## config.mk

```make
export PLATFORM = sky130hd
export DESIGN_NAME = ieg_irq_top
export DESIGN_NICKNAME = d
export VERILOG_FILES = /design/src/logic/ieg_pkg.sv /design/src/logic/ieg_flag_if.sv /design/src/logic/ieg_flag_bank.sv /design/src/logic/ieg_ext_select.sv /design/src/logic/ieg_irq_top.sv
export VERILOG_INCLUDE_DIRS = /design/src /design/src/logic
export SDC_FILE = /design/constraint.sdc
export NUM_CORES = 1
export LEC_CHECK = 0
export BUFFER_PORTS_ARGS = -buffer_cell sky130_fd_sc_hd__buf_2
export CORE_MARGIN = 8
export CORE_UTILIZATION = 56
export CTS_CLUSTER_SIZE = 40
export DETAILED_ROUTE_END_ITERATION = 8
export GPL_TIMING_DRIVEN = 0
export PLACE_DENSITY = 0.86
export SYNTH_ARGS = -nofsm -noshare
export SYNTH_HDL_FRONTEND = slang
export SYNTH_HIERARCHICAL = 1
export SYNTH_SLANG_ARGS = --single-unit
```

## constraint.sdc

```tcl
create_clock -name clock -period 3.52 [get_ports clock]
set_input_delay 0.704 -clock clock [delete_from_list [all_inputs] [get_ports clock]]
set_output_delay 0.704 -clock clock [all_outputs]
set_load 0.05 [all_outputs]
```

## src/logic/ieg_consts.svh

```systemverilog
// Register addresses, field positions and reset values of the interrupt enable gating block.
`ifndef IEG_CONSTS_SVH
`define IEG_CONSTS_SVH

// ----------------------------------------------------------------------------
// Register map
// ----------------------------------------------------------------------------
`define IEG_ADDR_W 16
`define IEG_ENABLE0_IDX 14'h0716
`define IEG_ENABLE0_ADDR {`IEG_ENABLE0_IDX, 2'b00}
`define IEG_CTRL_ADDR 16'h0000
`define IEG_FLAG0_ADDR 16'h0004
`define IEG_PEN_ADDR 16'h0008
`define IEG_PFLAG_ADDR 16'h000c
`define IEG_EXTSEL_ADDR 16'h0010
`define IEG_EVT_STAT_ADDR 16'h0014
`define IEG_EVT_MASK_ADDR 16'h0018
`define IEG_REQ_STAT_ADDR 16'h001c

// ----------------------------------------------------------------------------
// Fields and reset values
// ----------------------------------------------------------------------------
`define IEG_TMR0_BIT 5
`define IEG_PINCHG_BIT 4
`define IEG_EXT_BIT 0
`define IEG_EN0_MASK 8'h31
`define IEG_EN0_RST 8'h00
`define IEG_CTRL_GIE_BIT 7
`define IEG_CTRL_PERIPHERAL_IRQ_GATE_BIT 6
`define IEG_CTRL_EDGE_BIT 0
`define IEG_CTRL_RST 8'h01
`define IEG_EVT_W 4
`define IEG_EVT_MASK_RST 4'h0
`define IEG_RESP_OKAY 2'b00
`define IEG_RESP_SLVERR 2'b10

`endif

```

## src/logic/ieg_pkg.sv

```systemverilog
// Types shared by the interrupt enable gating design.
package ieg_pkg;
    typedef logic [31:0] ieg_word_t;
    typedef logic [15:0] ieg_addr_t;
    typedef logic [1:0] ieg_resp_t;
    typedef enum logic {
        IEG_WR_COLLECT = 1'b0,
        IEG_WR_RESP = 1'b1
    } ieg_wr_state_e;
    typedef enum logic {
        IEG_RD_IDLE = 1'b0,
        IEG_RD_VALID = 1'b1
    } ieg_rd_state_e;
endpackage : ieg_pkg

```

## src/logic/ieg_flag_if.sv

```systemverilog
// Set, clear and state lines of one bank of sticky flags.
interface ieg_flag_if #(
    parameter int W = 8
);
    logic [W-1:0] set;
    logic [W-1:0] clr;
    logic [W-1:0] flags;
    modport bank (input set, input clr, output flags);
    modport user (output set, output clr, input flags);
endinterface : ieg_flag_if

```

## src/logic/ieg_flag_bank.sv

```systemverilog
// Bank of sticky flags in which a hardware set beats a same-cycle clear.
module ieg_flag_bank #(
    parameter int W = 8
) (
    input logic clock, // System clock.
    input logic rst, // Synchronous reset, active high.
    input logic ce, // Clock enable; state holds while low.
    ieg_flag_if.bank port // Set, clear and flag lines.
);
    import ieg_pkg::*;

    logic [W-1:0] flags_r;

    // A flag latches whatever its enables say; an event in the clear cycle survives.
    always_ff @(posedge clock) begin
        if (rst) begin
            flags_r <= '0;
        end else if (ce) begin
            flags_r <= (flags_r & ~port.clr) | port.set; // RL7
        end
    end

    assign port.flags = flags_r;
endmodule : ieg_flag_bank

```

## src/logic/ieg_ext_select.sv

```systemverilog
// Pin selector and edge detector for the external interrupt input.
module ieg_ext_select #(
    parameter int N_PINS = 32,
    parameter int SEL_W = 5
) (
    input logic clock, // System clock.
    input logic rst, // Synchronous reset, active high.
    input logic ce, // Clock enable; state holds while low.
    input logic [N_PINS-1:0] pins, // Candidate input pins.
    input logic [SEL_W-1:0] sel, // Pin chosen as the external input.
    input logic risingEdge, // 1 detects rising edges, 0 falling.
    output logic edgePulse // One-cycle pulse per detected edge.
);
    import ieg_pkg::*;

    logic pinNow;
    logic pinPrev_r;
    logic [SEL_W-1:0] selPrev_r;
    logic pulse_r;

    assign pinNow = (int'(sel) < N_PINS) ? pins[sel] : 1'b0; // RL4

    always_ff @(posedge clock) begin
        if (rst) begin
            pinPrev_r <= 1'b0;
            selPrev_r <= '0;
        end else if (ce) begin
            pinPrev_r <= pinNow;
            selPrev_r <= sel;
        end
    end

    // Moving the selector compares two different pins, so that cycle never reports an edge.
    always_ff @(posedge clock) begin
        if (rst) begin
            pulse_r <= 1'b0;
        end else if (ce) begin
            pulse_r <= (sel == selPrev_r) &&
                (risingEdge ? (pinNow && !pinPrev_r) : (!pinNow && pinPrev_r)); // RL4
        end
    end

    assign edgePulse = pulse_r;
endmodule : ieg_ext_select

```

## src/logic/ieg_irq_top.sv

```systemverilog
// Interrupt enable gating with an AXI4-Lite register slave.
// ----------------------------------------------------------------------------
// How it works
// RL1 - Enable register bit 5 gates the Timer0 interrupt; read/write, resets to 0.
// RL2 - Enable register bit 4 gates the pin-change interrupt; read/write, resets to 0.
// RL3 - Enable register bit 0 gates the external pin interrupt; read/write, resets to 0.
// RL4 - The external interrupt comes from the pin the input select register names.
// RL5 - Peripheral sources interrupt only while the peripheral gate bit is also set.
// RL6 - Group zero sources need only their enable and global enable, not the gate.
// RL7 - Pending flags latch on their event whatever the enable or global bits.
// RL8 - Software clears pending flags before setting the matching enable bit.
// RL9 - Request is OR of flag AND enable, qualified by global enable, with the peripheral gate on peripheral flags only.
// ----------------------------------------------------------------------------
`include "ieg_consts.svh"

module ieg_irq_top #(
    parameter int N_PERIPH = 8,
    parameter int N_PINS = 32,
    parameter int SEL_W = 5
) (
    input logic clock, // System clock, 250 MHz.
    input logic rst, // Synchronous reset, active high.
    input logic ce, // Clock enable; all state holds while low.
    input logic timer0Ovf, // Timer0 overflow event pulse.
    input logic pinChange, // Interrupt-on-change event pulse.
    input logic [N_PINS-1:0] extPins, // Pins the external input may use.
    input logic [N_PERIPH-1:0] periphEvt, // Peripheral event pulses.
    output logic coreIrqReq, // Interrupt request to the core.
    output logic irq, // Block interrupt from event status.
    input ieg_pkg::ieg_addr_t s_axi_awaddr, // Write address.
    input logic s_axi_awvalid, // Write address valid.
    output logic s_axi_awready, // Write address ready.
    input ieg_pkg::ieg_word_t s_axi_wdata, // Write data.
    input logic [3:0] s_axi_wstrb, // Write byte strobes.
    input logic s_axi_wvalid, // Write data valid.
    output logic s_axi_wready, // Write data ready.
    output ieg_pkg::ieg_resp_t s_axi_bresp, // Write response.
    output logic s_axi_bvalid, // Write response valid.
    input logic s_axi_bready, // Write response ready.
    input ieg_pkg::ieg_addr_t s_axi_araddr, // Read address.
    input logic s_axi_arvalid, // Read address valid.
    output logic s_axi_arready, // Read address ready.
    output ieg_pkg::ieg_word_t s_axi_rdata, // Read data.
    output ieg_pkg::ieg_resp_t s_axi_rresp, // Read response.
    output logic s_axi_rvalid, // Read data valid.
    input logic s_axi_rready // Read data ready.
);
    import ieg_pkg::*;

    // ------------------------------------------------------------------------
    // Helpers
    // ------------------------------------------------------------------------
    function automatic logic isMapped(input ieg_addr_t a);
        isMapped = (a == `IEG_ENABLE0_ADDR) || (a == `IEG_CTRL_ADDR) ||
            (a == `IEG_FLAG0_ADDR) || (a == `IEG_PEN_ADDR) ||
            (a == `IEG_PFLAG_ADDR) || (a == `IEG_EXTSEL_ADDR) ||
            (a == `IEG_EVT_STAT_ADDR) || (a == `IEG_EVT_MASK_ADDR) ||
            (a == `IEG_REQ_STAT_ADDR);
    endfunction : isMapped

    function automatic ieg_word_t zext8(input logic [7:0] v);
        zext8 = {24'h000000, v};
    endfunction : zext8

    // ------------------------------------------------------------------------
    // Declarations
    // ------------------------------------------------------------------------
    logic [7:0] en0_r;
    logic gie_r;
    logic peripheral_irq_gate_r;
    logic edgeRise_r;
    logic [N_PERIPH-1:0] pen_r;
    logic [SEL_W-1:0] extSel_r;
    logic [`IEG_EVT_W-1:0] evtMask_r;
    logic irqReq_r;
    logic irq_r;

    ieg_wr_state_e wrState_r;
    logic awHeld_r;
    ieg_addr_t awAddr_r;
    logic wHeld_r;
    ieg_word_t wData_r;
    logic [3:0] wStrb_r;
    ieg_resp_t bresp_r;

    ieg_rd_state_e rdState_r;
    ieg_word_t rdata_r;
    ieg_resp_t rresp_r;

    logic awFire;
    logic wFire;
    logic arFire;
    logic wrGo;
    ieg_addr_t wrAddr;
    ieg_word_t wrData;
    logic [3:0] wrStrb;
    ieg_word_t rdWord;
    logic extPulse;
    logic group0Req;
    logic periphReq;
    logic reqNxt;

    ieg_flag_if #(.W(8)) flag0 ();
    ieg_flag_if #(.W(N_PERIPH)) pflag ();
    ieg_flag_if #(.W(`IEG_EVT_W)) evt ();

    // ------------------------------------------------------------------------
    // Write channel
    // ------------------------------------------------------------------------
    // Address and data are parked independently so either may arrive first.
    assign s_axi_awready = ce && (wrState_r == IEG_WR_COLLECT) && !awHeld_r;
    assign s_axi_wready = ce && (wrState_r == IEG_WR_COLLECT) && !wHeld_r;
    assign awFire = s_axi_awvalid && s_axi_awready;
    assign wFire = s_axi_wvalid && s_axi_wready;
    assign wrAddr = awHeld_r ? awAddr_r : s_axi_awaddr;
    assign wrData = wHeld_r ? wData_r : s_axi_wdata;
    assign wrStrb = wHeld_r ? wStrb_r : s_axi_wstrb;
    assign wrGo = ce && (wrState_r == IEG_WR_COLLECT) &&
        (awHeld_r || awFire) && (wHeld_r || wFire);

    always_ff @(posedge clock) begin
        if (rst) begin
            awHeld_r <= 1'b0;
            awAddr_r <= '0;
        end else if (wrGo) begin
            awHeld_r <= 1'b0;
        end else if (awFire) begin
            awHeld_r <= 1'b1;
            awAddr_r <= s_axi_awaddr;
        end
    end

    always_ff @(posedge clock) begin
        if (rst) begin
            wHeld_r <= 1'b0;
            wData_r <= '0;
            wStrb_r <= '0;
        end else if (wrGo) begin
            wHeld_r <= 1'b0;
        end else if (wFire) begin
            wHeld_r <= 1'b1;
            wData_r <= s_axi_wdata;
            wStrb_r <= s_axi_wstrb;
        end
    end

    always_ff @(posedge clock) begin
        if (rst) begin
            wrState_r <= IEG_WR_COLLECT;
            bresp_r <= `IEG_RESP_OKAY;
        end else if (ce) begin
            case (wrState_r)
                IEG_WR_COLLECT: begin
                    if (wrGo) begin
                        wrState_r <= IEG_WR_RESP;
                        bresp_r <= isMapped(wrAddr) ? `IEG_RESP_OKAY : `IEG_RESP_SLVERR;
                    end
                end
                IEG_WR_RESP: begin
                    if (s_axi_bready) begin
                        wrState_r <= IEG_WR_COLLECT;
                    end
                end
                default: begin
                    wrState_r <= IEG_WR_COLLECT;
                end
            endcase
        end
    end

    assign s_axi_bvalid = (wrState_r == IEG_WR_RESP);
    assign s_axi_bresp = bresp_r;

    // ------------------------------------------------------------------------
    // Software-written registers
    // ------------------------------------------------------------------------
    // Only the low byte lane carries register bits, so byte strobe 0 gates every write.
    always_ff @(posedge clock) begin
        if (rst) begin
            en0_r <= `IEG_EN0_RST; // RL1 RL2 RL3
        end else if (wrGo && wrStrb[0] && wrAddr == `IEG_ENABLE0_ADDR) begin
            en0_r <= wrData[7:0] & `IEG_EN0_MASK; // RL1 RL2 RL3
        end
    end

    always_ff @(posedge clock) begin
        if (rst) begin
            gie_r <= 1'(`IEG_CTRL_RST >> `IEG_CTRL_GIE_BIT);
            peripheral_irq_gate_r <= 1'(`IEG_CTRL_RST >> `IEG_CTRL_PERIPHERAL_IRQ_GATE_BIT);
            edgeRise_r <= 1'(`IEG_CTRL_RST >> `IEG_CTRL_EDGE_BIT);
        end else if (wrGo && wrStrb[0] && wrAddr == `IEG_CTRL_ADDR) begin
            gie_r <= wrData[`IEG_CTRL_GIE_BIT];
            peripheral_irq_gate_r <= wrData[`IEG_CTRL_PERIPHERAL_IRQ_GATE_BIT];
            edgeRise_r <= wrData[`IEG_CTRL_EDGE_BIT];
        end
    end

    always_ff @(posedge clock) begin
        if (rst) begin
            pen_r <= '0;
        end else if (wrGo && wrStrb[0] && wrAddr == `IEG_PEN_ADDR) begin
            pen_r <= wrData[N_PERIPH-1:0];
        end
    end

    always_ff @(posedge clock) begin
        if (rst) begin
            extSel_r <= '0;
        end else if (wrGo && wrStrb[0] && wrAddr == `IEG_EXTSEL_ADDR) begin
            extSel_r <= wrData[SEL_W-1:0]; // RL4
        end
    end

    always_ff @(posedge clock) begin
        if (rst) begin
            evtMask_r <= `IEG_EVT_MASK_RST;
        end else if (wrGo && wrStrb[0] && wrAddr == `IEG_EVT_MASK_ADDR) begin
            evtMask_r <= wrData[`IEG_EVT_W-1:0];
        end
    end

    // ------------------------------------------------------------------------
    // Sources and pending flags
    // ------------------------------------------------------------------------
    ieg_ext_select #(
        .N_PINS(N_PINS),
        .SEL_W(SEL_W)
    ) u_ext (
        .clock(clock),
        .rst(rst),
        .ce(ce),
        .pins(extPins),
        .sel(extSel_r),
        .risingEdge(edgeRise_r),
        .edgePulse(extPulse)
    );

    // Flags set on the raw event, never looking at an enable.
    always_comb begin
        flag0.set = '0;
        flag0.set[`IEG_TMR0_BIT] = timer0Ovf; // RL7
        flag0.set[`IEG_PINCHG_BIT] = pinChange; // RL7
        flag0.set[`IEG_EXT_BIT] = extPulse; // RL7
    end

    // Pending flags are write-one-to-clear, which lets software drop stale events first.
    assign flag0.clr = (wrGo && wrStrb[0] && wrAddr == `IEG_FLAG0_ADDR) ?
        (wrData[7:0] & `IEG_EN0_MASK) : 8'h00; // RL8
    assign pflag.set = periphEvt; // RL7
    assign pflag.clr = (wrGo && wrStrb[0] && wrAddr == `IEG_PFLAG_ADDR) ?
        wrData[N_PERIPH-1:0] : '0; // RL8

    ieg_flag_bank #(
        .W(8)
    ) u_flag0 (
        .clock(clock),
        .rst(rst),
        .ce(ce),
        .port(flag0.bank)
    );

    ieg_flag_bank #(
        .W(N_PERIPH)
    ) u_pflag (
        .clock(clock),
        .rst(rst),
        .ce(ce),
        .port(pflag.bank)
    );

    // ------------------------------------------------------------------------
    // Request to the core
    // ------------------------------------------------------------------------
    assign group0Req = |(flag0.flags & en0_r); // RL1 RL2 RL3 RL6
    assign periphReq = peripheral_irq_gate_r && |(pflag.flags & pen_r); // RL5
    assign reqNxt = gie_r && (group0Req || periphReq); // RL9

    always_ff @(posedge clock) begin
        if (rst) begin
            irqReq_r <= 1'b0;
        end else if (ce) begin
            irqReq_r <= reqNxt; // RL9
        end
    end

    assign coreIrqReq = irqReq_r;

    // ------------------------------------------------------------------------
    // Event status, mask and block interrupt
    // ------------------------------------------------------------------------
    assign evt.set = {|periphEvt, extPulse, pinChange, timer0Ovf};
    assign evt.clr = (arFire && s_axi_araddr == `IEG_EVT_STAT_ADDR) ?
        {`IEG_EVT_W{1'b1}} : '0;

    ieg_flag_bank #(
        .W(`IEG_EVT_W)
    ) u_evt (
        .clock(clock),
        .rst(rst),
        .ce(ce),
        .port(evt.bank)
    );

    always_ff @(posedge clock) begin
        if (rst) begin
            irq_r <= 1'b0;
        end else if (ce) begin
            irq_r <= |(evt.flags & evtMask_r);
        end
    end

    assign irq = irq_r;

    // ------------------------------------------------------------------------
    // Read channel
    // ------------------------------------------------------------------------
    always_comb begin
        rdWord = '0;
        case (s_axi_araddr)
            `IEG_ENABLE0_ADDR: rdWord = zext8(en0_r);
            `IEG_CTRL_ADDR: begin
                rdWord[`IEG_CTRL_GIE_BIT] = gie_r;
                rdWord[`IEG_CTRL_PERIPHERAL_IRQ_GATE_BIT] = peripheral_irq_gate_r;
                rdWord[`IEG_CTRL_EDGE_BIT] = edgeRise_r;
            end
            `IEG_FLAG0_ADDR: rdWord = zext8(flag0.flags);
            `IEG_PEN_ADDR: rdWord = 32'(pen_r);
            `IEG_PFLAG_ADDR: rdWord = 32'(pflag.flags);
            `IEG_EXTSEL_ADDR: rdWord = 32'(extSel_r);
            `IEG_EVT_STAT_ADDR: rdWord = 32'(evt.flags);
            `IEG_EVT_MASK_ADDR: rdWord = 32'(evtMask_r);
            `IEG_REQ_STAT_ADDR: rdWord = {29'h0, periphReq, group0Req, irqReq_r};
            default: rdWord = '0;
        endcase
    end

    assign s_axi_arready = ce && (rdState_r == IEG_RD_IDLE);
    assign arFire = s_axi_arvalid && s_axi_arready;

    always_ff @(posedge clock) begin
        if (rst) begin
            rdState_r <= IEG_RD_IDLE;
            rdata_r <= '0;
            rresp_r <= `IEG_RESP_OKAY;
        end else if (ce) begin
            case (rdState_r)
                IEG_RD_IDLE: begin
                    if (arFire) begin
                        rdState_r <= IEG_RD_VALID;
                        rdata_r <= rdWord;
                        rresp_r <= isMapped(s_axi_araddr) ? `IEG_RESP_OKAY : `IEG_RESP_SLVERR;
                    end
                end
                IEG_RD_VALID: begin
                    if (s_axi_rready) begin
                        rdState_r <= IEG_RD_IDLE;
                    end
                end
                default: begin
                    rdState_r <= IEG_RD_IDLE;
                end
            endcase
        end
    end

    assign s_axi_rvalid = (rdState_r == IEG_RD_VALID);
    assign s_axi_rdata = rdata_r;
    assign s_axi_rresp = rresp_r;
endmodule : ieg_irq_top

```

# Word-level counts from Yosys, hierarchy flattened
# Cells that the tools add are included.
word_totals:
  output_inout_bits: 43
  wordCells: 135
  ff_bits: 93
  input_bits: 118
classes:
  mux: 20
  bitwise: 15
  eq_ne: 17
  n_reduce_logical: 57
  n_lt_le_gt_ge: 1
ops:
  columns: ["op", "count"]
  rows:
  - ["$eq A16 B5 Y1 const B", 8]
  - ["$eq A16 B4 Y1 const B", 4]
  - ["$pmux W5 S8", 1]
  - ["$eq A16 B13 Y1 const B", 2]
  - ["$eq A16 B3 Y1 const B", 2]
  - ["$logic_not A16 Y1", 2]
  - ["$and A8 B8 Y8", 3]
  - ["$reduce_or A8 Y1", 3]
  - ["$logic_and A1 B1 Y1", 23]
  - ["$logic_or A1 B1 Y1", 19]
  - ["$mux W16", 1]
  - ["$mux W8", 2]
  - ["$pmux W1 S9", 1]
  - ["$and A4 B4 Y4", 2]
  - ["$and A8 B6 Y8", 1]
  - ["$not A6 Y8", 1]
  - ["$not A8 Y8", 1]
  - ["$or A8 B6 Y8", 1]
  - ["$or A8 B8 Y8", 1]
  - ["$pmux W2 S4", 1]
  - ["$mux W1", 7]
  - ["$lt A5 B6 Y1 const B", 1]
  - ["$mux W6", 1]
  - ["$reduce_and A3 Y1", 2]
  - ["other kinds (12)", 20]

# Longest topological paths before layout
# Gate-level depths: netlist of run 1.
logic_depth:
  depth_word: 13
  ltp_mapped: 8
  mapped_depth_nobuf: 7

# Cells and area by module
# Netlist of run 1, hierarchy kept.
modules_own_cells:
  columns: ["mod", "n_inst", "area_per_inst_um2", "cells_per_inst", "seq_area_each_um2"]
  rows:
  - ["ieg_irq_top", 1, 3627.2, 411, 1281.2]
  - ["ieg_flag_bank at u_flag0 ...", 2, 340.3, 35, 160.2]
  - ["ieg_ext_select", 1, 656.9, 79, 140.1]
  - ["ieg_flag_bank at u_evt", 1, 166.4, 17, 80.1]

# Worst setup path before layout of run 1
# No wires, ideal clock.
synth_path:
  path_kind: "input to register"
  start: "input port s_axi_awaddr[15]"
  end: "register pen_r[5]"
  path_stages: 6
  t_arrival_ns: 2.333
  setup_time_ns: 0.123
  slack_ns: 1.064
  cell_sequence: "or4_1 o22ai_2 nand3_1 or3_1 buf_2 mux2_1"
synth_via:
  elab_chain_len: 3
synth_rtl:
  columns: ["item", "line", "text"]
  rows:
  - ["start, declared", "ieg_irq_top.sv:30", "input ieg_pkg::ieg_addr_t s_axi_awaddr,"]
  - ["$mux W16", "ieg_irq_top.sv:115", "assign wrAddr = awHeld_r ? awAddr_r : s_axi_awaddr;"]
  - ["$eq A16 B4 Y1 (no source line)", null, null]
  - ["$logic_and A1 B1 Y1 (no source line)", null, null]
  - ["end signal, assigned", "ieg_irq_top.sv:202", "pen_r <= wrData[N_PERIPH-1:0];"]
  - ["end, declared", "ieg_irq_top.sv:72", "logic [N_PERIPH-1:0] pen_r;"]
# Every way passes these cells.
# A chain may end at the register's enable or synchronous reset.

# Final worst setup path of run 1
layout_path:
  start: "input port ce"
  end: "output port s_axi_arready"
layout_via:
  elab_chain_len: 1
layout_rtl:
  columns: ["item", "line", "text"]
  rows:
  - ["start, declared", "ieg_irq_top.sv:23", "input logic ce,"]
  - ["$logic_and A1 B1 Y1", "ieg_irq_top.sv:337", "assign s_axi_arready = ce && (rdState_r == IEG_RD_IDLE);"]
  - ["end, declared", "ieg_irq_top.sv:42", "output logic s_axi_arready,"]
# Every way passes these cells.

==> flow_summary_export.csv, run 1 <==
group,metric,value,unit
layout,multiInputGateArea,3040,µm²
power,cellPowerDensity,385,nW/µm²
cts,htree_levels,3,
layout,register_area,1820,µm²
setup_path,path_class,"primary input to output port",
detailed_routing,routed_wl,14700,µm
sta,fin_skew,13.4,ps
layout,syn2layout_area_growth,20.7,%
detailed_routing,remaining_drc_errors,0,
sta,timing.slew.headroom,49.6,%
power,p_leak,2.84,nW
global_route,grt_pass1_vias,4864,
synthesis,synth_top_flop_cell,"dfxtp_1",
synthesis,synth.avg_cell_area,8.89,µm²
sta,final.min_clock_period,2600,ps
detailed_routing,routed_via_density,5.78,
synthesis,yosysUniqueCellTypes,62,
global_route,grt_max_degree,16,
setup_path,crit_path_start_kind,"primary input",
cts,cts_resized,0,
synthesis,synthTopCellsByCount,"91 x dfxtp_1, 82 x mux2i_1, 66 x nor2_1",
synthesis,yosysTopAreaCellShare,35.5,%
detailed_routing,wl_per_cell,17.4,µm
power,comb_power_share,17.0,%
die,num_io_pins,161,
synthesis,synth_most_common_cell,"dfxtp_1",
sta,worst_slew_pin_slew,756,ps
cts,clock_latency,360,ps
power,pwr-share-seq,45.5,%
cts,clock_tree.buffer_depth,2,
cts,clk_pin_slew_worst_paths,90,ps
die,initial_core_util,56.6,%
detailed_routing,drt_iter0_drc,379,
synthesis,async_reset_ff_share,0,%
power,switching_share,27.2,%
layout,drive_gt1_share,27.2,%
sta,hold_viol,0,
setup_path,arrival,1890,ps
place,hpwl,11500,µm
die,die_h,112,µm
die,placementRows,35,
cts,cts-hold-fix-buffers,0,
synthesis,synth_compound_area_share,14.4,%
global_route,grt_pass1_wl,23800,µm
cts,cts_sinks,91,
min_path,min_path_type,"register to register",
place,io_buffer_count,106,
synthesis,synth-simple-area-share,21.5,%
synthesis,synth_fa_ha_area_share,0,%
cts,cts_tree,"done",
synthesis,ys_top_cells_by_area,"dfxtp_1 36%, mux2i_1 16%, nor2_1 4.8%",
setup_path,required,2820,ps
global_route,grt_antenna_before_repair,0,
power,vdd.ir_drop.worst,292,µV
place,place_area,5930,µm²
power,power,2.38,mW
synthesis,synth-edff-count,0,
layout,nets,847,
sta,tns,0,ps
place,gp_congestion,0.906,
synthesis,yosysTopAreaCell,"dfxtp_1",
global_route,grt_usage,23.3,%
die,die_w,112,µm
cts,cts-buffers-inserted,9,
synthesis,yosysWarnings,6,
cts,cts_root_buf,"clkbuf_8",
sta,fin_crit_sh,73.8,%
power,intPower,1.73,mW
sta,slew_violations,0,
detailed_routing,vias,4886,
synthesis,synth-xor-area-share,0.853,%
synthesis,ys_seq_area_share,35.5,%
global_route,grt.overflow.total,0,
die,die_area,12500,µm²
layout,antennaDiodeCount,0,
detailed_routing,drt.antenna.violating_nets,0,
synthesis,synth_area,5130,µm²
synthesis,synth-seq-cells,91,
setup_path,end_kind,"output port",
synthesis,synth_mux_area_share,19.7,%
power,netSwitchingPower,649,µW
synthesis,syn-instance-count,577,
flow_run,drv_cap,0,
detailed_routing,drtPass1Iterations,5,
sta,max_freq,385,MHz
die,core,9060,µm²
setup_path,crit_path_max_fanout,10,
sta,setup_viol,0,
cts,postCtsSetupRepairBufs,0,
layout,nFillCells,702,
synthesis,synth_top_family_by_area,"simple AND/OR/NAND/NOR gates",
sta,rsz0062_at_grt,"no",
layout,fin_area,6190,µm²
power,power.share.clock,37.5,%
run_status,status,"complete, no violations",
worst paths after layout:
kind | endpoint | cells after the start | slack, ps | startpoint
max | s_axi_arready | 4 | 920 | ce
min | s_axi_rdata[3] | 2 | 460 | s_axi_rdata[3]
max reg2reg | u_pflag/port.flags[2] | 8 | 1120 | awHeld_r
min reg2reg | s_axi_rdata[3] | 2 | 460 | s_axi_rdata[3]
worst max-delay path, stage by stage:
cell      delay, ps
buf_2           200
clkbuf_1        480
nor2b_1         220
buf_2           290
kinds of logic after synthesis:
group           after synthesis
compound gates              100
xor+xnor                      5
buf+inv                      65
flops                        91
mux                          96
other cells                   1
simple gates                219
flip-flops by register name (all words and copies together) (netlist names), 5 cells and up:
| name | cells |
|---|---|
| wData_r | 8 |
| awAddr_r | 16 |
| u_flag0/port.flags | 8 |
| u_ext/selPrev_r | 5 |
| s_axi_rdata | 8 |
| u_pflag/port.flags | 8 |
| extSel_r | 5 |
| pen_r | 8 |
final cells by class:
class	count	area share, %
inverter	5	0.303
clock buffer	11	2.45
buffer	60	6.22
sequential	91	29.4
tap	111	2.24
timing repair buffer	106	8.57
multi-input combinational	456	49.1
clock inverter	5	1.74
metal layers:
layer / GRT usage (%) / wire, µm / up-vias
met5: 0 / 0 / -
li1: - / - / 2307
met1: 27.2 / 5940 / 2275
met2: 40.1 / 7190 / 263
met4: 10.6 / 429 / 0
met3: 4.76 / 1180 / 41
cells in the final DEF (no fill, tap or decap), drive strengths merged, types with 4 or more instances in the layout:
cell type / count
buf: 150
dfxtp: 91
mux2i: 82
nor2: 66
nand2: 46
conb: 36
a21oi: 33
clkbuf: 27
nand2b: 24
a21bo: 20
nor3: 14
a22oi: 13
nand3: 12
nor2b: 11
mux2: 11
nor4: 9
or2: 8
inv: 6
or4: 5
nand4b: 5
a211oi: 5
o31ai: 4
xor2: 4
through the flow:
| stage | cells | hold WS [ps] | util (%) | setup WS [ps] |
|---|---|---|---|---|
| floorplan | 612 | 451 | - | 1060 |
| detailed placement | 829 | 451 | 65.4 | 789 |
| CTS | 845 | 465 | 68.3 | 969 |
| global route | 845 | 507 | 68.3 | 902 |
| global placement | 829 | 443 | 65.4 | 828 |
| finish | 845 | 460 | 68.3 | 921 |
power by group through the flow:
stage	registers, mW	clock network, mW	logic, mW
floorplan	1.11	0	0.272
global placement	1.10	0	0.387
detailed placement	1.11	0	0.397
CTS	1.08	0.901	0.398
global route	1.09	0.937	0.434
finish	1.08	0.893	0.404
Note: power is estimated with default switching activity, not from simulation.
==> run 2: changes to the inputs <==
--- a/config.mk
+++ b/config.mk
@@ -8,11 +8,11 @@
 export LEC_CHECK = 0
 export BUFFER_PORTS_ARGS = -buffer_cell sky130_fd_sc_hd__buf_2
 export CORE_MARGIN = 8
-export CORE_UTILIZATION = 56
+export CORE_UTILIZATION = 52
 export CTS_CLUSTER_SIZE = 40
 export DETAILED_ROUTE_END_ITERATION = 8
 export GPL_TIMING_DRIVEN = 0
-export PLACE_DENSITY = 0.86
+export PLACE_DENSITY = 0.81
 export SYNTH_ARGS = -nofsm -noshare
 export SYNTH_HDL_FRONTEND = slang
 export SYNTH_HIERARCHICAL = 1
==> constraint.sdc (replaced) <==
create_clock -name clock -period 2.59 [get_ports clock]
set_input_delay 0.518 -clock clock [delete_from_list [all_inputs] [get_ports clock]]
set_output_delay 0.518 -clock clock [all_outputs]
set_load 0.05 [all_outputs]
==> run 2 against run 1 <==
Compared with the run above: global-route usage fell by 0.82 points; flip-flop and latch count unchanged; utilization is 4.9 points lower; register-to-register slack lost 900 ps; critical path depth increased by 4; via count shrank 2.6%.
==> flow_summary_export.csv, run 2 (synthesis results as in run 1) <==
group,metric,value,unit
sta,worst_slew_pin_slew,683,ps
cts,clock_latency,360,ps
power,netSwitchingPower,859,µW
layout,syn2layout_area_growth,19.6,%
global_route,grt_pass1_vias,4921,
layout,largest_register_ffs,16,
die,num_io_pins,161,
cts,cts_tree,"done",
power,power.share.clock,31.6,%
min_path,hp-start,"s_axi_awaddr[15]",
cts,cts-buffers-inserted,9,
layout,antennaDiodeCount,0,
detailed_routing,routed_via_density,5.49,
min_path,min_path_type,"primary input to register",
place,dp_cells,851,
die,initial_core_util,53.0,%
power,switching_share,29.1,%
die,die_w,115,µm
sta,final.min_clock_period,2370,ps
sta,timing.slew.headroom,54.1,%
sta,hold_ws,398,ps
setup_path,cp_slowest_cell,"nor3b_1",
power,comb_power_share,18.6,%
setup_path,arrival,2610,ps
detailed_routing,drt_iter0_drc,323,
setup_path,required,2830,ps
global_route,grt_max_degree,14,
layout,layout_commonest_cell,"buf_2",
place,io_buffer_count,106,
layout,utilization,63.3,%
power,intPower,2.09,mW
detailed_routing,routed_wl,14500,µm
global_route,grt.overflow.total,0,
die,die_h,115,µm
power,cellPowerDensity,481,nW/µm²
die,placementRows,36,
detailed_routing,drt.antenna.violating_nets,0,
power,power,2.95,mW
setup_path,slowest_delay,380,ps
die,die_area,13300,µm²
cts,htree_levels,3,
layout,nFillCells,823,
sta,slew_violations,0,
setup_path,path_class,"register to register",
cts,clock_tree.buffer_depth,2,
power,vdd.ir_drop.worst,327,µV
layout,fin_area,6130,µm²
cts,clk_pin_slew_worst_paths,80,ps
sta,fin_crit_sh,91.6,%
layout,nets,847,
cts,cts_sinks,91,
setup_path,crit_path_start_kind,"register",
setup_path,cp_cell_sequence,"buf_2, o22ai_1, nor3b_1, and2_1, nand4b_1, nor2_1, a21bo_2, a21oi_1",
detailed_routing,vias,4757,
detailed_routing,drtPass1Iterations,5,
layout,regMostFlops,"awAddr_r",
sta,hold_viol,0,
layout,layout_common_cells,"114 x buf_2, 91 x dfxtp_1, 82 x mux2i_1",
sta,setup_viol,0,
setup_path,crit_path_max_fanout,10,
global_route,grt_usage,22.4,%
sta,rsz0062_at_grt,"no",
place,place_area,5960,µm²
sta,max_freq,422,MHz
setup_path,end_kind,"register",
sta,tns,0,ps
detailed_routing,wl_per_cell,16.8,µm
cts,cts_root_buf,"clkbuf_8",
setup_path,r2r-start,"awHeld_r",
sta,fin_skew,6.70,ps
cts,cts-hold-fix-buffers,0,
detailed_routing,remaining_drc_errors,0,
place,place_ws,61.4,ps
power,p_leak,2.80,nW
cts,postCtsSetupRepairBufs,0,
run_status,status,"complete, no violations",
setup_path,critPathLaunch,"awHeld_r",
sta,layout_setup_ws,218,ps
place,hpwl,11400,µm
global_route,grt_pass1_wl,23800,µm
global_route,grt_antenna_before_repair,0,
die,core,9680,µm²
layout,drive_gt1_share,26.7,%
layout,fin_cells,866,
place,gp_congestion,0.911,
power,pwr-share-seq,49.9,%
flow_run,drv_cap,0,
-- run 2: path summary, 6_finish.rpt --
check                               end  slack, ps  depth (start not counted)
hold reg to reg          s_axi_rdata[5]        460                          2
setup / recovery  u_pflag/port.flags[2]        220                          8
setup reg to reg  u_pflag/port.flags[2]        220                          8
hold / removal             awAddr_r[15]        400                          3
-- run 2: layer usage --
metal	vias to the layer above	part of all wire (%)	track usage, %
li1	2300	-	-
met1	2226	40	26.2
met2	200	49	37.7
met3	31	8.9	5.36
met4	0	2.6	10.9
met5	-	0	0
-- run 2: power groups by stage --
stage	registers, mW	clock network, mW	logic (mW)
CTS	1.47	0.943	0.542
finish	1.47	0.932	0.548
global route	1.48	1.01	0.594
global placement	1.50	0	0.526
detailed placement	1.50	0	0.539
floorplan	1.51	0	0.369
-- run 2: timing repair --
item                       CTS  global route
setup endpoints to repair    0             1
hold endpoints to repair     0             0
resized for setup            0             0
-- run 2: worst max-delay path: cells and delay by family (launching register included) --
kind	cells	cell delay (ps)
flip-flops	1	370
buffers and inverters	1	270
AO/OA/AOI/OAI	3	370
AND/OR/NAND/NOR	4	1250
-- run 2: cell type report --
| type | count | area, µm² | share of cell area, % |
|---|---|---|---|
| clock inverters | 3 | 40.0 | 0.653 |
| inverters | 5 | 18.8 | 0.306 |
| plain buffers | 60 | 385 | 6.28 |
| clock buffers | 12 | 135 | 2.20 |
| repair buffers | 106 | 531 | 8.65 |
| well taps | 133 | 166 | 2.71 |
| flip-flops and latches | 91 | 1820 | 29.7 |
| multi-input cells | 456 | 3040 | 49.5 |
==> run 3: changes to the inputs <==
--- a/config.mk
+++ b/config.mk
@@ -12,7 +12,7 @@
 export CTS_CLUSTER_SIZE = 40
 export DETAILED_ROUTE_END_ITERATION = 8
 export GPL_TIMING_DRIVEN = 0
-export PLACE_DENSITY = 0.81
+export PLACE_DENSITY = 0.78
 export SYNTH_ARGS = -nofsm -noshare
 export SYNTH_HDL_FRONTEND = slang
 export SYNTH_HIERARCHICAL = 1
==> run 3 against run 2 <==
Compared with the run above: register-to-register slack worse by 20 ps; combinational power about the same; clock power up 24%; global-route usage down 0.97 points; critical path depth unchanged; via count up 0.76%; fmax down 0.69%; setup slack worse by 17 ps; non-clock buffer count unchanged; final area up 1.1%; largest power group unchanged; flip-flop and latch count unchanged.
==> flow_summary_export.csv, run 3 (synthesis results as in run 1) <==
group,metric,value,unit
run_status,status,"complete, no violations",
setup_path,crit_path_start_kind,"register",
global_route,grt_pass1_vias,4633,
layout,drive_gt1_share,27.1,%
cts,clock_latency,360,ps
cts,clock_tree.buffer_depth,2,
power,vdd.ir_drop.worst,427,µV
global_route,grt_pass1_wl,22700,µm
sta,fin_crit_sh,92.2,%
sta,slew_violations,0,
cts,cts_root_buf,"clkbuf_8",
detailed_routing,drt_iter0_drc,278,
place,hpwl,11400,µm
min_path,min_path_type,"primary input to register",
die,num_io_pins,161,
detailed_routing,wl_per_cell,16.8,µm
layout,fin_cells,867,
layout,register_area,1820,µm²
cts,postCtsSetupRepairBufs,0,
power,cellPowerDensity,514,nW/µm²
detailed_routing,drt.antenna.violating_nets,0,
place,place_ws,59.3,ps
sta,setup_viol,0,
detailed_routing,routed_wl,14600,µm
layout,nFillCells,832,
detailed_routing,routed_via_density,5.53,
die,core,9680,µm²
layout,layout_common_cells,"114 x buf_2, 91 x dfxtp_1, 82 x mux2i_1",
sta,hold_viol,0,
layout,regMostFlops,"awAddr_r",
layout,utilization,64.0,%
setup_path,required,2830,ps
setup_path,crit_path_max_fanout,10,
die,initial_core_util,53.0,%
die,die_w,115,µm
sta,fin_skew,10.5,ps
cts,cts-buffers-inserted,9,
cts,clk_pin_slew_worst_paths,90,ps
sta,worst_slew_pin_slew,790,ps
detailed_routing,drtPass1Iterations,6,
global_route,grt.overflow.total,0,
sta,timing.slew.headroom,47.4,%
global_route,grt_max_degree,15,
flow_run,drv_cap,0,
layout,multiInputGateArea,3040,µm²
sta,final.min_clock_period,2390,ps
die,die_area,13300,µm²
layout,largest_register_ffs,16,
sta,tns,0,ps
cts,cts_sinks,91,
place,gp_congestion,0.925,
layout,antennaDiodeCount,0,
global_route,grt_usage,21.5,%
setup_path,path_class,"register to register",
cts,cts_resized,0,
cts,cts_tree,"done",
cts,htree_levels,3,
detailed_routing,vias,4793,
place,dp_cells,851,
global_route,grt_antenna_before_repair,0,
detailed_routing,remaining_drc_errors,0,
sta,max_freq,419,MHz
sta,rsz0062_at_grt,"no",
layout,syn2layout_area_growth,20.8,%
die,placementRows,36,
setup_path,end_kind,"register",
sta,layout_setup_ws,202,ps
place,io_buffer_count,106,
die,die_h,115,µm
layout,nets,847,
setup_path,arrival,2630,ps
power,p_leak,2.83,nW
cts,cts-hold-fix-buffers,0,
layout,layout_commonest_cell,"buf_2",
==> run 3: through the flow <==
stage               power, mW  area, µm²  hold WS [ps]
floorplan                1.88       5260           451
global placement         2.03       5960           441
detailed placement       2.05       5960           449
CTS                      3.19       6200           403
global route             3.30       6200           408
finish                   3.18       6200           410
==> run 3: power by group <==
group / internal [mW] / switching [mW]
sequential: 1.44 / 0.0331
combinational: 0.214 / 0.337
clock: 0.665 / 0.495
total: 2.32 / 0.865
==> run 3: final cells by class <==
type / instances / area share, %
multi-input combinational: 456 / 49.0
sequential: 91 / 29.4
timing repair buffer: 106 / 8.56
buffer: 60 / 6.21
tap: 133 / 2.68
clock buffer: 11 / 2.28
clock inverter: 5 / 1.61
inverter: 5 / 0.303
==> run 3: critical path, cell delays in order, from the launching register on <==
cell      delay [ps]
dfxtp_1          370
buf_2            260
o22ai_1          150
nor3b_1          430
and2_1           230
nand4b_1         350
nor2_1           280
a21bo_2          160
a21oi_1           60
==> run 3: path summary, 6_finish.rpt <==
kind                                        from               endpoint  slack (ps)  cells past startpoint
worst min register to register    s_axi_rdata[3]         s_axi_rdata[3]         460                      2
worst max register to register          awHeld_r  u_pflag/port.flags[2]         200                      8
worst min-delay path            s_axi_awaddr[13]           awAddr_r[13]         410                      3
worst max-delay path                    awHeld_r  u_pflag/port.flags[2]         200                      8
==> run 3: metal layers <==
| layer | global-route usage, % | part of all wire [%] | vias up |
|---|---|---|---|
| li1 | - | - | 2302 |
| met4 | 8.93 | 2.6 | 0 |
| met2 | 36.4 | 48 | 206 |
| met3 | 4.57 | 8.5 | 32 |
| met5 | 0 | 0 | - |
| met1 | 25.7 | 41 | 2253 |
